## src/hdl/pcc_consts.svh

```systemverilog
/*
 Register indices, field positions, reset values and counts of the PLL and core
 clock control block. Assumes it is included by every file that uses its macros and
 holds definitions only.
*/
// Summary of operation
// - Stable 4.096 MHz system clock from locked PLL
// - Core clock is PLL clock over two-power divider
// - Divider resets to 010, core at 1.024 MHz
// - Metering clock is PLL over five, fixed
// - Power register written only after key 0xA7
// - Key 0xEA unlocks one timekeeping register write
// - Lock loss resets core, sets fault flag
// - Acknowledge bit seven clears the fault flag
// - Configuration bit four shows fault, resets zero
// - Power bit six stops metering in full power
// - Power bit four stops core in battery mode
// - Configuration bit seven marks receive-edge deep wakeup
// - Bit six shows supply source, resets one
// - Bit five shows main supply acceptable
// - Two-bit field selects receive pin function
// - Start bits request measurement, clear on acceptance
`ifndef PCC_CONSTS_SVH
`define PCC_CONSTS_SVH

`define PCC_IDX_KEY          10'h0C1
`define PCC_IDX_POWER        10'h0C5
`define PCC_IDX_MEAS         10'h0D8
`define PCC_IDX_PERIPHERAL_CONFIG_STATUS       10'h0F4
`define PCC_IDX_IRQ_STATUS   10'h100
`define PCC_IDX_IRQ_MASK     10'h101

`define PCC_KEY_POWER_VALUE  8'hA7
`define PCC_KEY_TIME_VALUE   8'hEA

`define PCC_POWER_RESET      8'h02
`define PCC_POWER_WMASK      8'h57
`define PCC_POWER_METER_OFF  6
`define PCC_POWER_CORE_OFF   4
`define PCC_MEAS_ACK_BIT     7
`define PCC_PER_RX_FLAG      7
`define PCC_PER_RX_WAKE_FUNC 2'h3

`define PCC_IRQ_LOCK_LOSS    0
`define PCC_IRQ_RX_WAKE      1
`define PCC_IRQ_MEAS_TAKEN   2

`define PCC_IN_PLL_CLK       0
`define PCC_IN_LOCKED        1
`define PCC_IN_RX            2
`define PCC_IN_VSW_MAIN      3
`define PCC_IN_VDD_OK        4
`define PCC_IN_FULL_POWER    5
`define PCC_IN_BATTERY       6
`define PCC_IN_DEEP_SLEEP    7

`define PCC_METER_DIV        3'h5
`define PCC_METER_HIGH       3'h2

`endif

```

## src/hdl/pcc_pkg.sv

```systemverilog
/*
 Types of the PLL and core clock control block: bus phases, key states and the
 packed state records of both modules. Assumes nothing beyond the compiler.
*/
package pcc_pkg;

   typedef enum logic [1:0] {
      PCC_PH_IDLE     = 2'b00,
      PCC_PH_WRITE    = 2'b01,
      PCC_PH_READ     = 2'b10,
      PCC_PH_READ_OUT = 2'b11
   } pcc_phase_t;

   typedef enum logic [1:0] {
      PCC_KEY_LOCKED = 2'b00,
      PCC_KEY_POWER  = 2'b01,
      PCC_KEY_TIME   = 2'b10
   } pcc_key_t;

   typedef struct packed {
      logic [7:0]  sync1;
      logic [7:0]  sync2;
      logic        lock_prev;
      logic        rx_prev;
      pcc_phase_t  phase;
      logic [9:0]  idx;
      logic [7:0]  unlock_key;
      pcc_key_t    key_state;
      logic [7:0]  power_clock_control;
      logic        receive_wake_flag;
      logic        switched_supply_source;
      logic        supply_ok;
      logic        lock_loss_flag;
      logic        external_reference_select;
      logic [1:0]  receive_pin_function;
      logic [2:0]  measurement_start;
      logic [2:0]  irq_status;
      logic [2:0]  irq_mask;
      logic [31:0] hrdata;
      logic        sys_clk;
      logic        mcu_reset;
   } pcc_state_t;

   typedef struct packed {
      logic       pll_prev;
      logic [6:0] count;
      logic [2:0] meter_count;
      logic       core_clk;
      logic       meter_clk;
   } pcc_div_state_t;

endpackage : pcc_pkg

```

## src/hdl/pcc_clk_if.sv

```systemverilog
/*
 Signals between the control top and its clock divider. Assumes both ends run
 on the same system clock.
*/
`timescale 1ns/1ps
interface pcc_clk_if;
   logic       pll_level;
   logic       pll_locked;
   logic [2:0] core_clock_divider;
   logic       core_clk;
   logic       meter_clk;

   modport ctrl (output pll_level, output pll_locked, output core_clock_divider,
                 input core_clk, input meter_clk);
   modport divider (input pll_level, input pll_locked, input core_clock_divider,
                    output core_clk, output meter_clk);
endinterface : pcc_clk_if

```

## src/hdl/pcc_top.sv

```systemverilog
/*
 PLL and core clock control block: AHB-Lite register slave, key protection,
 lock-loss handling, peripheral configuration, measurement requests,
 interrupt, and the core and metering clocks. Assumes one system clock, pins
 asynchronous to it, and the ADC acceptance strobes on the same clock.
*/
`timescale 1ns/1ps
`include "pcc_consts.svh"
module pcc_top (
   input  wire logic        clk,
   input  wire logic        rst_b,
   input  wire logic        hsel,
   input  wire logic [11:0] haddr,
   input  wire logic [1:0]  htrans,
   input  wire logic        hwrite,
   input  wire logic [2:0]  hsize,
   input  wire logic [31:0] hwdata,
   input  wire logic        hready,
   output logic             hreadyout,
   output logic             hresp,
   output logic [31:0]      hrdata,
   output logic             irq,
   input  wire logic        pll_clk,
   input  wire logic        pll_locked,
   input  wire logic        rx_pin,
   input  wire logic        switched_supply_main,
   input  wire logic        supply_ok_pin,
   input  wire logic        full_power_mode,
   input  wire logic        battery_operating_mode,
   input  wire logic        deep_sleep_mode,
   input  wire logic [2:0]  measure_accepted,
   output logic             sys_clk,
   output logic             core_clk,
   output logic             meter_clk,
   output logic             mcu_reset,
   output logic             meter_off,
   output logic             core_shutdown,
   output logic             timekeeping_unlock,
   output logic             external_reference_select,
   output logic [1:0]       receive_pin_function,
   output logic             rx_serial_select,
   output logic             rx_wake_enable,
   output logic [2:0]       measure_request
);
   pcc_pkg::pcc_state_t s;
   pcc_pkg::pcc_state_t next_s;
   pcc_clk_if           clk_bus ();

   logic [7:0] pins;
   logic       accept;
   logic       lock_fall;
   logic       rx_edge;
   logic [7:0] wbyte;
   logic [2:0] irq_events;
   logic [7:0] w1c_lock;
   logic [7:0] w1c_wake;
   logic [7:0] w1c_stat;

   // Hardware set wins over a software clear in the same cycle
   function automatic logic [7:0] pcc_w1c(input logic [7:0] cur,
                                          input logic [7:0] set,
                                          input logic [7:0] clr);
      pcc_w1c = (cur & ~clr) | set;
   endfunction : pcc_w1c

   function automatic logic [31:0] pcc_read(input pcc_pkg::pcc_state_t st);
      logic [7:0] b;
      b = 8'h00;
      case (st.idx)
         `PCC_IDX_KEY: begin
            b = st.unlock_key;
         end
         `PCC_IDX_POWER: begin
            b = st.power_clock_control;
         end
         `PCC_IDX_MEAS: begin
            b = {5'h00, st.measurement_start};
         end
         `PCC_IDX_PERIPHERAL_CONFIG_STATUS: begin
            b = {st.receive_wake_flag,
                 st.switched_supply_source,
                 st.supply_ok,
                 st.lock_loss_flag,
                 1'b0,
                 st.external_reference_select,
                 st.receive_pin_function};
         end
         `PCC_IDX_IRQ_STATUS: begin
            b = {5'h00, st.irq_status};
         end
         `PCC_IDX_IRQ_MASK: begin
            b = {5'h00, st.irq_mask};
         end
         default: begin
            b = 8'h00;
         end
      endcase
      pcc_read = {24'h000000, b};
   endfunction : pcc_read

   assign pins = {deep_sleep_mode, battery_operating_mode, full_power_mode,
                  supply_ok_pin, switched_supply_main, rx_pin, pll_locked, pll_clk};

   always_comb begin
      next_s = s;
      accept = hsel && htrans[1] && hready;
      wbyte = hwdata[7:0];
      irq_events = 3'h0;

      // Two-flop synchronisers; only sync2 is read by the logic
      next_s.sync1 = pins;
      next_s.sync2 = s.sync1;
      next_s.lock_prev = s.sync2[`PCC_IN_LOCKED];
      next_s.rx_prev = s.sync2[`PCC_IN_RX];
      lock_fall = s.lock_prev && !s.sync2[`PCC_IN_LOCKED];
      rx_edge = s.rx_prev != s.sync2[`PCC_IN_RX];

      next_s.sys_clk = s.sync2[`PCC_IN_PLL_CLK] && s.sync2[`PCC_IN_LOCKED];
      next_s.mcu_reset = !s.sync2[`PCC_IN_LOCKED];
      next_s.switched_supply_source = s.sync2[`PCC_IN_VSW_MAIN];
      next_s.supply_ok = s.sync2[`PCC_IN_VDD_OK];

      // Register write in the data phase
      if (s.phase == pcc_pkg::PCC_PH_WRITE) begin
         // Any write other than the key consumes the unlock
         next_s.key_state = pcc_pkg::PCC_KEY_LOCKED;
         case (s.idx)
            `PCC_IDX_KEY: begin
               next_s.unlock_key = wbyte;
               if (wbyte == `PCC_KEY_POWER_VALUE) begin
                  next_s.key_state = pcc_pkg::PCC_KEY_POWER;
               end else if (wbyte == `PCC_KEY_TIME_VALUE) begin
                  next_s.key_state = pcc_pkg::PCC_KEY_TIME;
               end
            end
            `PCC_IDX_POWER: begin
               if (s.key_state == pcc_pkg::PCC_KEY_POWER) begin
                  next_s.power_clock_control = wbyte & `PCC_POWER_WMASK;
               end
            end
            `PCC_IDX_MEAS: begin
               next_s.measurement_start = s.measurement_start | wbyte[2:0];
            end
            `PCC_IDX_PERIPHERAL_CONFIG_STATUS: begin
               next_s.external_reference_select = wbyte[2];
               next_s.receive_pin_function = wbyte[1:0];
            end
            `PCC_IDX_IRQ_MASK: begin
               next_s.irq_mask = wbyte[2:0];
            end
            default: begin
            end
         endcase
      end

      // Fault flag: lock loss sets, acknowledge bit clears, set wins
      w1c_lock = pcc_w1c({7'h00, s.lock_loss_flag},
                         {7'h00, lock_fall},
                         {7'h00, (s.phase == pcc_pkg::PCC_PH_WRITE) &&
                          (s.idx == `PCC_IDX_MEAS) &&
                          wbyte[`PCC_MEAS_ACK_BIT]});
      next_s.lock_loss_flag = w1c_lock[0];
      irq_events[`PCC_IRQ_LOCK_LOSS] = lock_fall;

      // Receive-edge wakeup flag, cleared by writing one to its bit
      irq_events[`PCC_IRQ_RX_WAKE] = rx_edge && s.sync2[`PCC_IN_DEEP_SLEEP] &&
                                     (s.receive_pin_function == `PCC_PER_RX_WAKE_FUNC);
      w1c_wake = pcc_w1c({7'h00, s.receive_wake_flag},
                         {7'h00, irq_events[`PCC_IRQ_RX_WAKE]},
                         {7'h00, (s.phase == pcc_pkg::PCC_PH_WRITE) &&
                          (s.idx == `PCC_IDX_PERIPHERAL_CONFIG_STATUS) &&
                          wbyte[`PCC_PER_RX_FLAG]});
      next_s.receive_wake_flag = w1c_wake[0];

      // Start bits drop when the ADC accepts; a new write in that cycle wins
      irq_events[`PCC_IRQ_MEAS_TAKEN] = |(s.measurement_start & measure_accepted);
      next_s.measurement_start = (s.measurement_start & ~measure_accepted) |
                                 (next_s.measurement_start & ~s.measurement_start) |
                                 (((s.phase == pcc_pkg::PCC_PH_WRITE) &&
                                   (s.idx == `PCC_IDX_MEAS)) ? wbyte[2:0] : 3'h0);

      w1c_stat = pcc_w1c({5'h00, s.irq_status}, {5'h00, irq_events},
                         {5'h00, ((s.phase == pcc_pkg::PCC_PH_WRITE) &&
                          (s.idx == `PCC_IDX_IRQ_STATUS)) ? wbyte[2:0] : 3'h0});
      next_s.irq_status = w1c_stat[2:0];

      // Bus phase: reads take one wait state so data come from a flop
      if (s.phase == pcc_pkg::PCC_PH_READ) begin
         next_s.hrdata = pcc_read(s);
         next_s.phase = pcc_pkg::PCC_PH_READ_OUT;
      end else if (accept) begin
         next_s.idx = haddr[11:2];
         if (hwrite) begin
            next_s.phase = pcc_pkg::PCC_PH_WRITE;
         end else begin
            next_s.phase = pcc_pkg::PCC_PH_READ;
            // A read between key and target breaks the unlock
            next_s.key_state = pcc_pkg::PCC_KEY_LOCKED;
         end
      end else begin
         next_s.phase = pcc_pkg::PCC_PH_IDLE;
      end
   end

   always_ff @(posedge clk) begin
      if (!rst_b) begin
         s <= '0;
         s.phase <= pcc_pkg::PCC_PH_IDLE;
         s.key_state <= pcc_pkg::PCC_KEY_LOCKED;
         s.power_clock_control <= `PCC_POWER_RESET;
         s.switched_supply_source <= 1'b1;
         s.mcu_reset <= 1'b1;
      end else begin
         s <= next_s;
      end
   end

   assign clk_bus.pll_level = s.sync2[`PCC_IN_PLL_CLK];
   assign clk_bus.pll_locked = s.sync2[`PCC_IN_LOCKED];
   assign clk_bus.core_clock_divider = s.power_clock_control[2:0];

   pcc_clock_divider #(
      .METER_DIV  (`PCC_METER_DIV),
      .METER_HIGH (`PCC_METER_HIGH)
   ) u_divider (
      .clk     (clk),
      .rst_b   (rst_b),
      .clk_bus (clk_bus)
   );

   assign hreadyout = (s.phase != pcc_pkg::PCC_PH_READ);
   assign hresp = 1'b0;
   assign hrdata = s.hrdata;
   assign irq = |(s.irq_status & s.irq_mask);
   assign sys_clk = s.sys_clk;
   assign core_clk = clk_bus.core_clk;
   assign meter_clk = clk_bus.meter_clk;
   assign mcu_reset = s.mcu_reset;
   assign meter_off = s.power_clock_control[`PCC_POWER_METER_OFF] &&
                      s.sync2[`PCC_IN_FULL_POWER];
   assign core_shutdown = s.power_clock_control[`PCC_POWER_CORE_OFF] &&
                          s.sync2[`PCC_IN_BATTERY];
   assign timekeeping_unlock = (s.key_state == pcc_pkg::PCC_KEY_TIME);
   assign external_reference_select = s.external_reference_select;
   assign receive_pin_function = s.receive_pin_function;
   // Code 10 is undefined and is treated as general purpose I/O
   assign rx_serial_select = s.receive_pin_function[0];
   assign rx_wake_enable = (s.receive_pin_function == `PCC_PER_RX_WAKE_FUNC);
   assign measure_request = s.measurement_start;

   // hsize is accepted but only whole-word transfers are expected
   logic unused_hsize;
   assign unused_hsize = ^hsize;
endmodule : pcc_top

```

## src/hdl/pcc_clock_divider.sv

```systemverilog
/*
 Divides the synchronised PLL clock level into the core clock and the fixed
 metering clock. Assumes the PLL level is already synchronised to clk.
*/
`timescale 1ns/1ps
`include "pcc_consts.svh"
module pcc_clock_divider #(
   parameter logic [2:0] METER_DIV  = `PCC_METER_DIV,
   parameter logic [2:0] METER_HIGH = `PCC_METER_HIGH
) (
   input  wire logic  clk,
   input  wire logic  rst_b,
   pcc_clk_if.divider clk_bus
);
   pcc_pkg::pcc_div_state_t s;
   pcc_pkg::pcc_div_state_t next_s;
   logic                    pll_rise;

   always_comb begin
      next_s = s;
      pll_rise = clk_bus.pll_level && !s.pll_prev;
      next_s.pll_prev = clk_bus.pll_level;
      if (!clk_bus.pll_locked) begin
         // No output pulses from an unlocked PLL
         next_s.count = 7'h00;
         next_s.meter_count = 3'h0;
         next_s.core_clk = 1'b0;
         next_s.meter_clk = 1'b0;
      end else begin
         if (pll_rise) begin
            next_s.count = s.count + 7'h01;
            next_s.meter_count = (s.meter_count == METER_DIV - 3'h1) ? 3'h0 :
                                 s.meter_count + 3'h1;
         end
         if (clk_bus.core_clock_divider == 3'h0) begin
            next_s.core_clk = clk_bus.pll_level;
         end else begin
            next_s.core_clk = s.count[clk_bus.core_clock_divider - 3'h1];
         end
         // Independent of the core divider by construction
         next_s.meter_clk = (s.meter_count < METER_HIGH);
      end
   end

   always_ff @(posedge clk) begin
      if (!rst_b) begin
         s <= '0;
      end else begin
         s <= next_s;
      end
   end

   assign clk_bus.core_clk  = s.core_clk;
   assign clk_bus.meter_clk = s.meter_clk;
endmodule : pcc_clock_divider

```

## config.mk

```make
export PLATFORM = sky130hd
export DESIGN_NAME = pcc_top
export DESIGN_NICKNAME = d
export VERILOG_FILES = /design/src/hdl/pcc_pkg.sv /design/src/hdl/pcc_clk_if.sv /design/src/hdl/pcc_top.sv /design/src/hdl/pcc_clock_divider.sv
export VERILOG_INCLUDE_DIRS = /design/src /design/src/hdl
export SDC_FILE = /design/constraint.sdc
export NUM_CORES = 1
export LEC_CHECK = 0
export ABC_AREA = 1
export BUFFER_PORTS_ARGS = -buffer_cell sky130_fd_sc_hd__buf_2
export CORE_AREA = 2 2 93 86
export CTS_BUF_LIST = sky130_fd_sc_hd__clkbuf_8
export CTS_CLUSTER_DIAMETER = 60
export DETAILED_ROUTE_END_ITERATION = 12
export DIE_AREA = 0 0 95 88
export GPL_TIMING_DRIVEN = 0
export PLACE_DENSITY = 0.8
export RECOVER_POWER = 100
export SLEW_MARGIN = 20
export SYNTH_ARGS = -nofsm -noshare
export SYNTH_HDL_FRONTEND = slang
export SYNTH_SLANG_ARGS = --single-unit
export TNS_END_PERCENT = 5
```

## constraint.sdc

```tcl
create_clock -name clk -period 1.57 [get_ports clk]
set_input_delay 0.314 -clock clk [delete_from_list [all_inputs] [get_ports clk]]
set_output_delay 0.314 -clock clk [all_outputs]
set_load 0.1 [all_outputs]
```

== After elaboration in Yosys (flattened, before gate mapping) ==
Index checks and enable logic that the tools add are counted.
Widths: inputs -> output; s select.
Storage, ports and cells
  register bits: 84
  input port bits: 65
  output and inout bits: 50
  word-level logic and storage cells: 112
Operators by class
  $add $sub $neg: 3
  $lt $le $gt $ge: 2
  equal/unequal tests: 16
  mux-type cells: 21
  bitwise operators: 19
  reduce and logical (&&, ||, !) cells: 25
Operators by type and width (number)
  $pmux 8 s6: 1
  $eq 10x8->1 const B: 4
  $eq 10x9->1 const B: 2
  $mux 2: 9
  $eq 8x8->1 const B: 2
  $and 3x3->3: 5
  $mux 3: 5
  $logic_and 1x1->1: 14
  $or 3x3->3: 4
  $mux 10: 1
  $reduce_and 2->1: 5
  $not 3->3: 3
  $mux 8: 1
  $add 7x1->7 const B: 1
  $mux 7: 1
  $eq 2x2->1 const B: 3
  $reduce_or 3->1: 2
  $eq 2x1->1 const B: 2
  $lt 3x4->1 const B: 1
  $add 3x1->3 const B: 1
  $bmux 1 s3: 1
  $eq 3x3->1 const B: 1
  $logic_not 3->1: 1
  $lt 3x2->1 const B: 1
  9 further kinds: 15

== Longest topological paths before layout ==
  depth after elaboration: 8
  gate-level depth with buffers: 8
  mapped depth without buffers: 8

== By module ==
A second synthesis with hierarchy kept.
Unflattened totals
  cell total of the unflattened synthesis: 542
  area total of the unflattened synthesis: 3933.8 um^2
By module, submodules not included
  pcc_top: times used 1, cells an instance 441, area each 3229.3 um^2, sequential area each 1421.4 um^2
  pcc_clock_divider: times used 1, cells an instance 101, area each 704.4 um^2, sequential area each 260.2 um^2

== Worst setup path before layout ==
No wires, ideal clock.
  path type: flip-flop to flip-flop
  start: register s, in the netlist receive_pin_function[0]
  end: register s[49] in the netlist's numbering
  library setup time: 0.070 ns
  data arrival time: 2.052 ns
  slack: -0.552 ns
  cell stages (with the launch flop): 5
  period minus slack after synthesis: 2.122 ns
  cell sequence: dfxtp_1 -> nand2_1 -> inv_1 -> nand3_1 -> a21oi_1
On the way
  cells in the longest elaborated chain, start to end: 3
RTL lines
  start, declared: RTL line pcc_top.sv:45  | pcc_pkg::pcc_state_t s;
  start signal, assigned: RTL line pcc_top.sv:214  | s <= next_s;
  $eq 2x2->1 (no line)
  named net rx_wake_enable: RTL line pcc_top.sv:42  | output logic rx_wake_enable,
  $logic_and 1x1->1: RTL line pcc_top.sv:166  | irq_events[`PCC_IRQ_RX_WAKE] = rx_edge && s.sync2[`PCC_IN_DEEP_SLEEP] &&
  $or 1x1->1: RTL line pcc_top.sv:63  | pcc_w1c = (cur & ~clr) | set;
The timed path passes the listed nets, and every way through them passes these cells.
A chain may end at the register's enable or synchronous reset.

== Final worst setup path ==
  start: register s[79] in the netlist's numbering
  end: output hreadyout
On the way
  cells in the longest elaborated chain, start to end: 1
RTL lines
  $ne 2x2->1: RTL line pcc_top.sv:231  | assign hreadyout = (s.phase != pcc_pkg::PCC_PH_READ);
  end, declared: RTL line pcc_top.sv:19  | output logic hreadyout,
No other way between the ends.

==> metrics.md <==
| Metric | Value |
|---|---|
| Status | `finished clean` |
| Share of cells above drive strength 1 | `23.5%` |
| Peak VDD IR | `approximately 0.66 mV` |
| Number of H-tree levels | `3` |
| Avg Cell Area, Syn | `7.30 um2` |
| CTS sink count | `84` |
| Post-Route WL | `just under 9000 um` |
| Final Core Density | `62.5%` |
| Final ANT Viol Nets | `0` |
| Worst Hold Depth | `3` |
| Crit path DAT | `1.25 ns` |
| Top_reg_cell synth | `dfxtp_1` |
| CTS tree | `done` |
| Reg2reg setup slack | `0.002 ns` |
| Row cnt | `30` |
| Fin. Hold Viols | `0` |
| Yosys top cell by area | `dfxtp_1` |
| First-pass GRT wire length | `14000 um` |
| Max-cap violations | `0` |
| CP Capture Type | `output pin` |
| RSZ-0062 raised after global routing | `true` |
| Max_slew headroom | `62.5%` |
| Hold Path Class | `primary input to flop` |
| Min-Delay Startpoint | `pll_clk` |
| GR Overflow Total | `0` |
| WHS Endpoint | `next_s[82]` |
| Starting Density | `51.3%` |
| Area of the multi-input gates | `1670 um2` |
| Critical path class | `flop to output pin` |
| Post-route worst setup slack | `0.00151 ns` |
| Final GP Congestion | `approximately 0.97` |
| Required @ worst endpoint | `1.26 ns` |
| Power per Cell Area | `938 nW/um2` |
| Port bufs | `57` |
| Fmax | `638 MHz` |
| Cell Area, Synth | `3800 um2` |
| Synth Register Bits | `84` |
| Clock transition at path regs | `0.07 ns` |
| Slew @ Worst Pin | `0.562 ns` |
| DPL Wire Length | `6670 um` |
| Largest cells by area after synthesis | `dfxtp_1, nand2_1, buf_4` |
| CTS buffer count | `9` |
| R2R depth | `7` |
| Synth async-reset ratio | `0%` |
| Period minus WS final | `~1.6 ns` |
| Drt pass-1 iters | `5` |
| Yosys warnings | `0` |
| Synth-to-layout area growth | `21.8%` |
| Ports | `115` |
| Number of fill cells | `700` |
| Cells after Synth | `between 500 and 600` |
| Initial antenna violation count | `0` |
| Number of flops mapped to enable cells by yosys | `0` |
| Nets@finish | `687` |
| Sequential-to-total area share from yosys stat | `44.3%` |
| CP startpoint kind | `flop` |
| Die width | `95 um` |
| DP Worst Slack | `-0.0759 ns` |
| Pins Over Slew Limit | `0` |
| First DRT Iteration DRCs | `around 200` |
| Total core area | `7390 um2` |
| Fin crit share | `99.9%` |
| DIE AREA | `8360 um2` |
| RR Startpoint | `clk_bus.pll_level` |
| Worst Skew | `0.00583 ns` |
| Leakage | `2.18 nW` |
| # DRC | `0` |
| Cts hold-fix bufs | `0` |
| Number of global-route vias before repair | `3025` |
| # setup viols final | `0` |
| Post-DR vias/cell | `4.94` |
| Largest net degree at the start of global routing | `13` |
| Clk_lat worst skew | `0.35 ns` |
| Root buf cell | `clkbuf_8` |
| CP max FO | `9` |
| Die height | `just under 90 um` |
| Gr usage total | `a little over a fifth` |
| Diode count | `0` |
| Post-synth top area share | `44.3%` |
| Worst r2r dst | `u_divider.s[11]` |
| Clock buffer depth | `2` |
| Register area | `1690 um2` |
| Wire per inst | `about 12 um` |
| DR vias | `about 3500` |
| Distinct cells, synth | `32` |
state kept, by name (all words and copies together) (netlist names):
register	flops
clk_bus.core_clock_divider	3
clk_bus.pll_level	1
clk_bus.pll_locked	1
external_reference_select	1
hrdata	8
mcu_reset	1
measure_request	3
next_s	11
receive_pin_function	2
s	39
sys_clk	1
u_divider.clk_bus.core_clk	1
u_divider.clk_bus.meter_clk	1
u_divider.s	11
Yosys cell counts (5+ instances only):
library cell	number
nand2_1	88
inv_1	67
o21ai_0	39
nand4_1	5
nor2_1	55
nand3_1	44
a21oi_1	50
nor3_1	6
clkbuf_1	9
buf_4	38
ha_1	5
dfxtp_1	84
metrics by stage:
stage | setup TNS (ns) | cell area, um2 | cells | hold slack [ns] | power, W
floorplan | -1.51 | 3890 | 544 | 0.390 | 0.00275
global placement | -0.0383 | 4300 | 697 | 0.394 | 0.00285
detailed placement | -0.205 | 4300 | 697 | 0.395 | 0.00286
CTS | -0.0150 | 4520 | 711 | 0.133 | 0.00434
global route | -1.02 | 4620 | 716 | 0.126 | 0.00449
finish | 0 | 4620 | 716 | 0.145 | 0.00434
routing by layer:
metal | up-vias | track usage [%] | wire, um
li1 | 1792 | - | -
met1 | 1577 | 29.3 | 3870
met2 | 145 | 34.3 | 4180
met3 | 23 | 5.51 | 665
met4 | 0 | 8.70 | 174
met5 | - | 0 | 0
power by group:
group          switching, W  internal, W
clock              0.000705     0.000796
combinational      0.000497     0.000137
sequential        0.0000263      0.00218
total               0.00123      0.00311
worst max-delay path by stage:
stage	cells past startpoint	end	slack, ns	from
after global routing	4	hreadyout	-0.09	s[79]
final	4	hreadyout	0.002	s[79]
after floorplan	4	s[49]	-0.22	receive_pin_function[0]
after global placement	7	s[35]	-0.01	s[68]
after detailed placement	6	s[35]	-0.08	s[70]
after CTS	4	hreadyout	-0.01	s[79]
cells by family (layout without fill, tap and decap cells):
group	Yosys count	after routing	share of synthesized area [%]
other cells	1	25	0.0988
buf+inv	118	194	15.7
xor+xnor	2	2	0.462
simple gates	214	214	24.9
flops	84	84	44.3
fa+ha+maj	5	5	1.65
compound gates	96	96	12.9
worst max-delay path: stages (launching register included):
cell,delay [ns]
dfxtp_1,0.32
inv_1,0.05
nor2_2,0.16
clkinv_2,0.17
buf_8,0.21
layout make-up:
type,instances,share of cell area (%)
Inverter,69,5.63
Clock buffer,11,3.27
Multi-Input combinational cell,342,36.2
Timing Repair Buffer,62,7.82
Buffer,49,7.17
Clock inverter,3,0.839
Sequential cell,84,36.5
Tap cell,96,2.60
cells in the final DEF (no fill, tap or decap), types with 2 or more instances in the layout:
cell and instances:
a21oi_1 50, buf_2 41, buf_4 36, clkbuf_1 9
clkbuf_2 6, clkbuf_4 17, clkbuf_8 11, clkinv_2 2
conb_1 25, dfxtp_1 80, dfxtp_2 4, ha_1 5
inv_1 66, inv_2 3, nand2_1 86, nand2_2 4
nand3_1 42, nand3_2 2, nand3b_1 2, nand4_1 5
nor2_1 49, nor2_2 5, nor2_4 6, nor3_1 6
o21ai_0 35, o21ai_1 7, or2_2 3
timing repair:
item	in CTS	in global routing
setup buffers	0	5
pin swaps	0	4
resized for setup	15	27
setup endpoints to repair	16	37
Note: power is estimated with default switching activity, not from simulation.
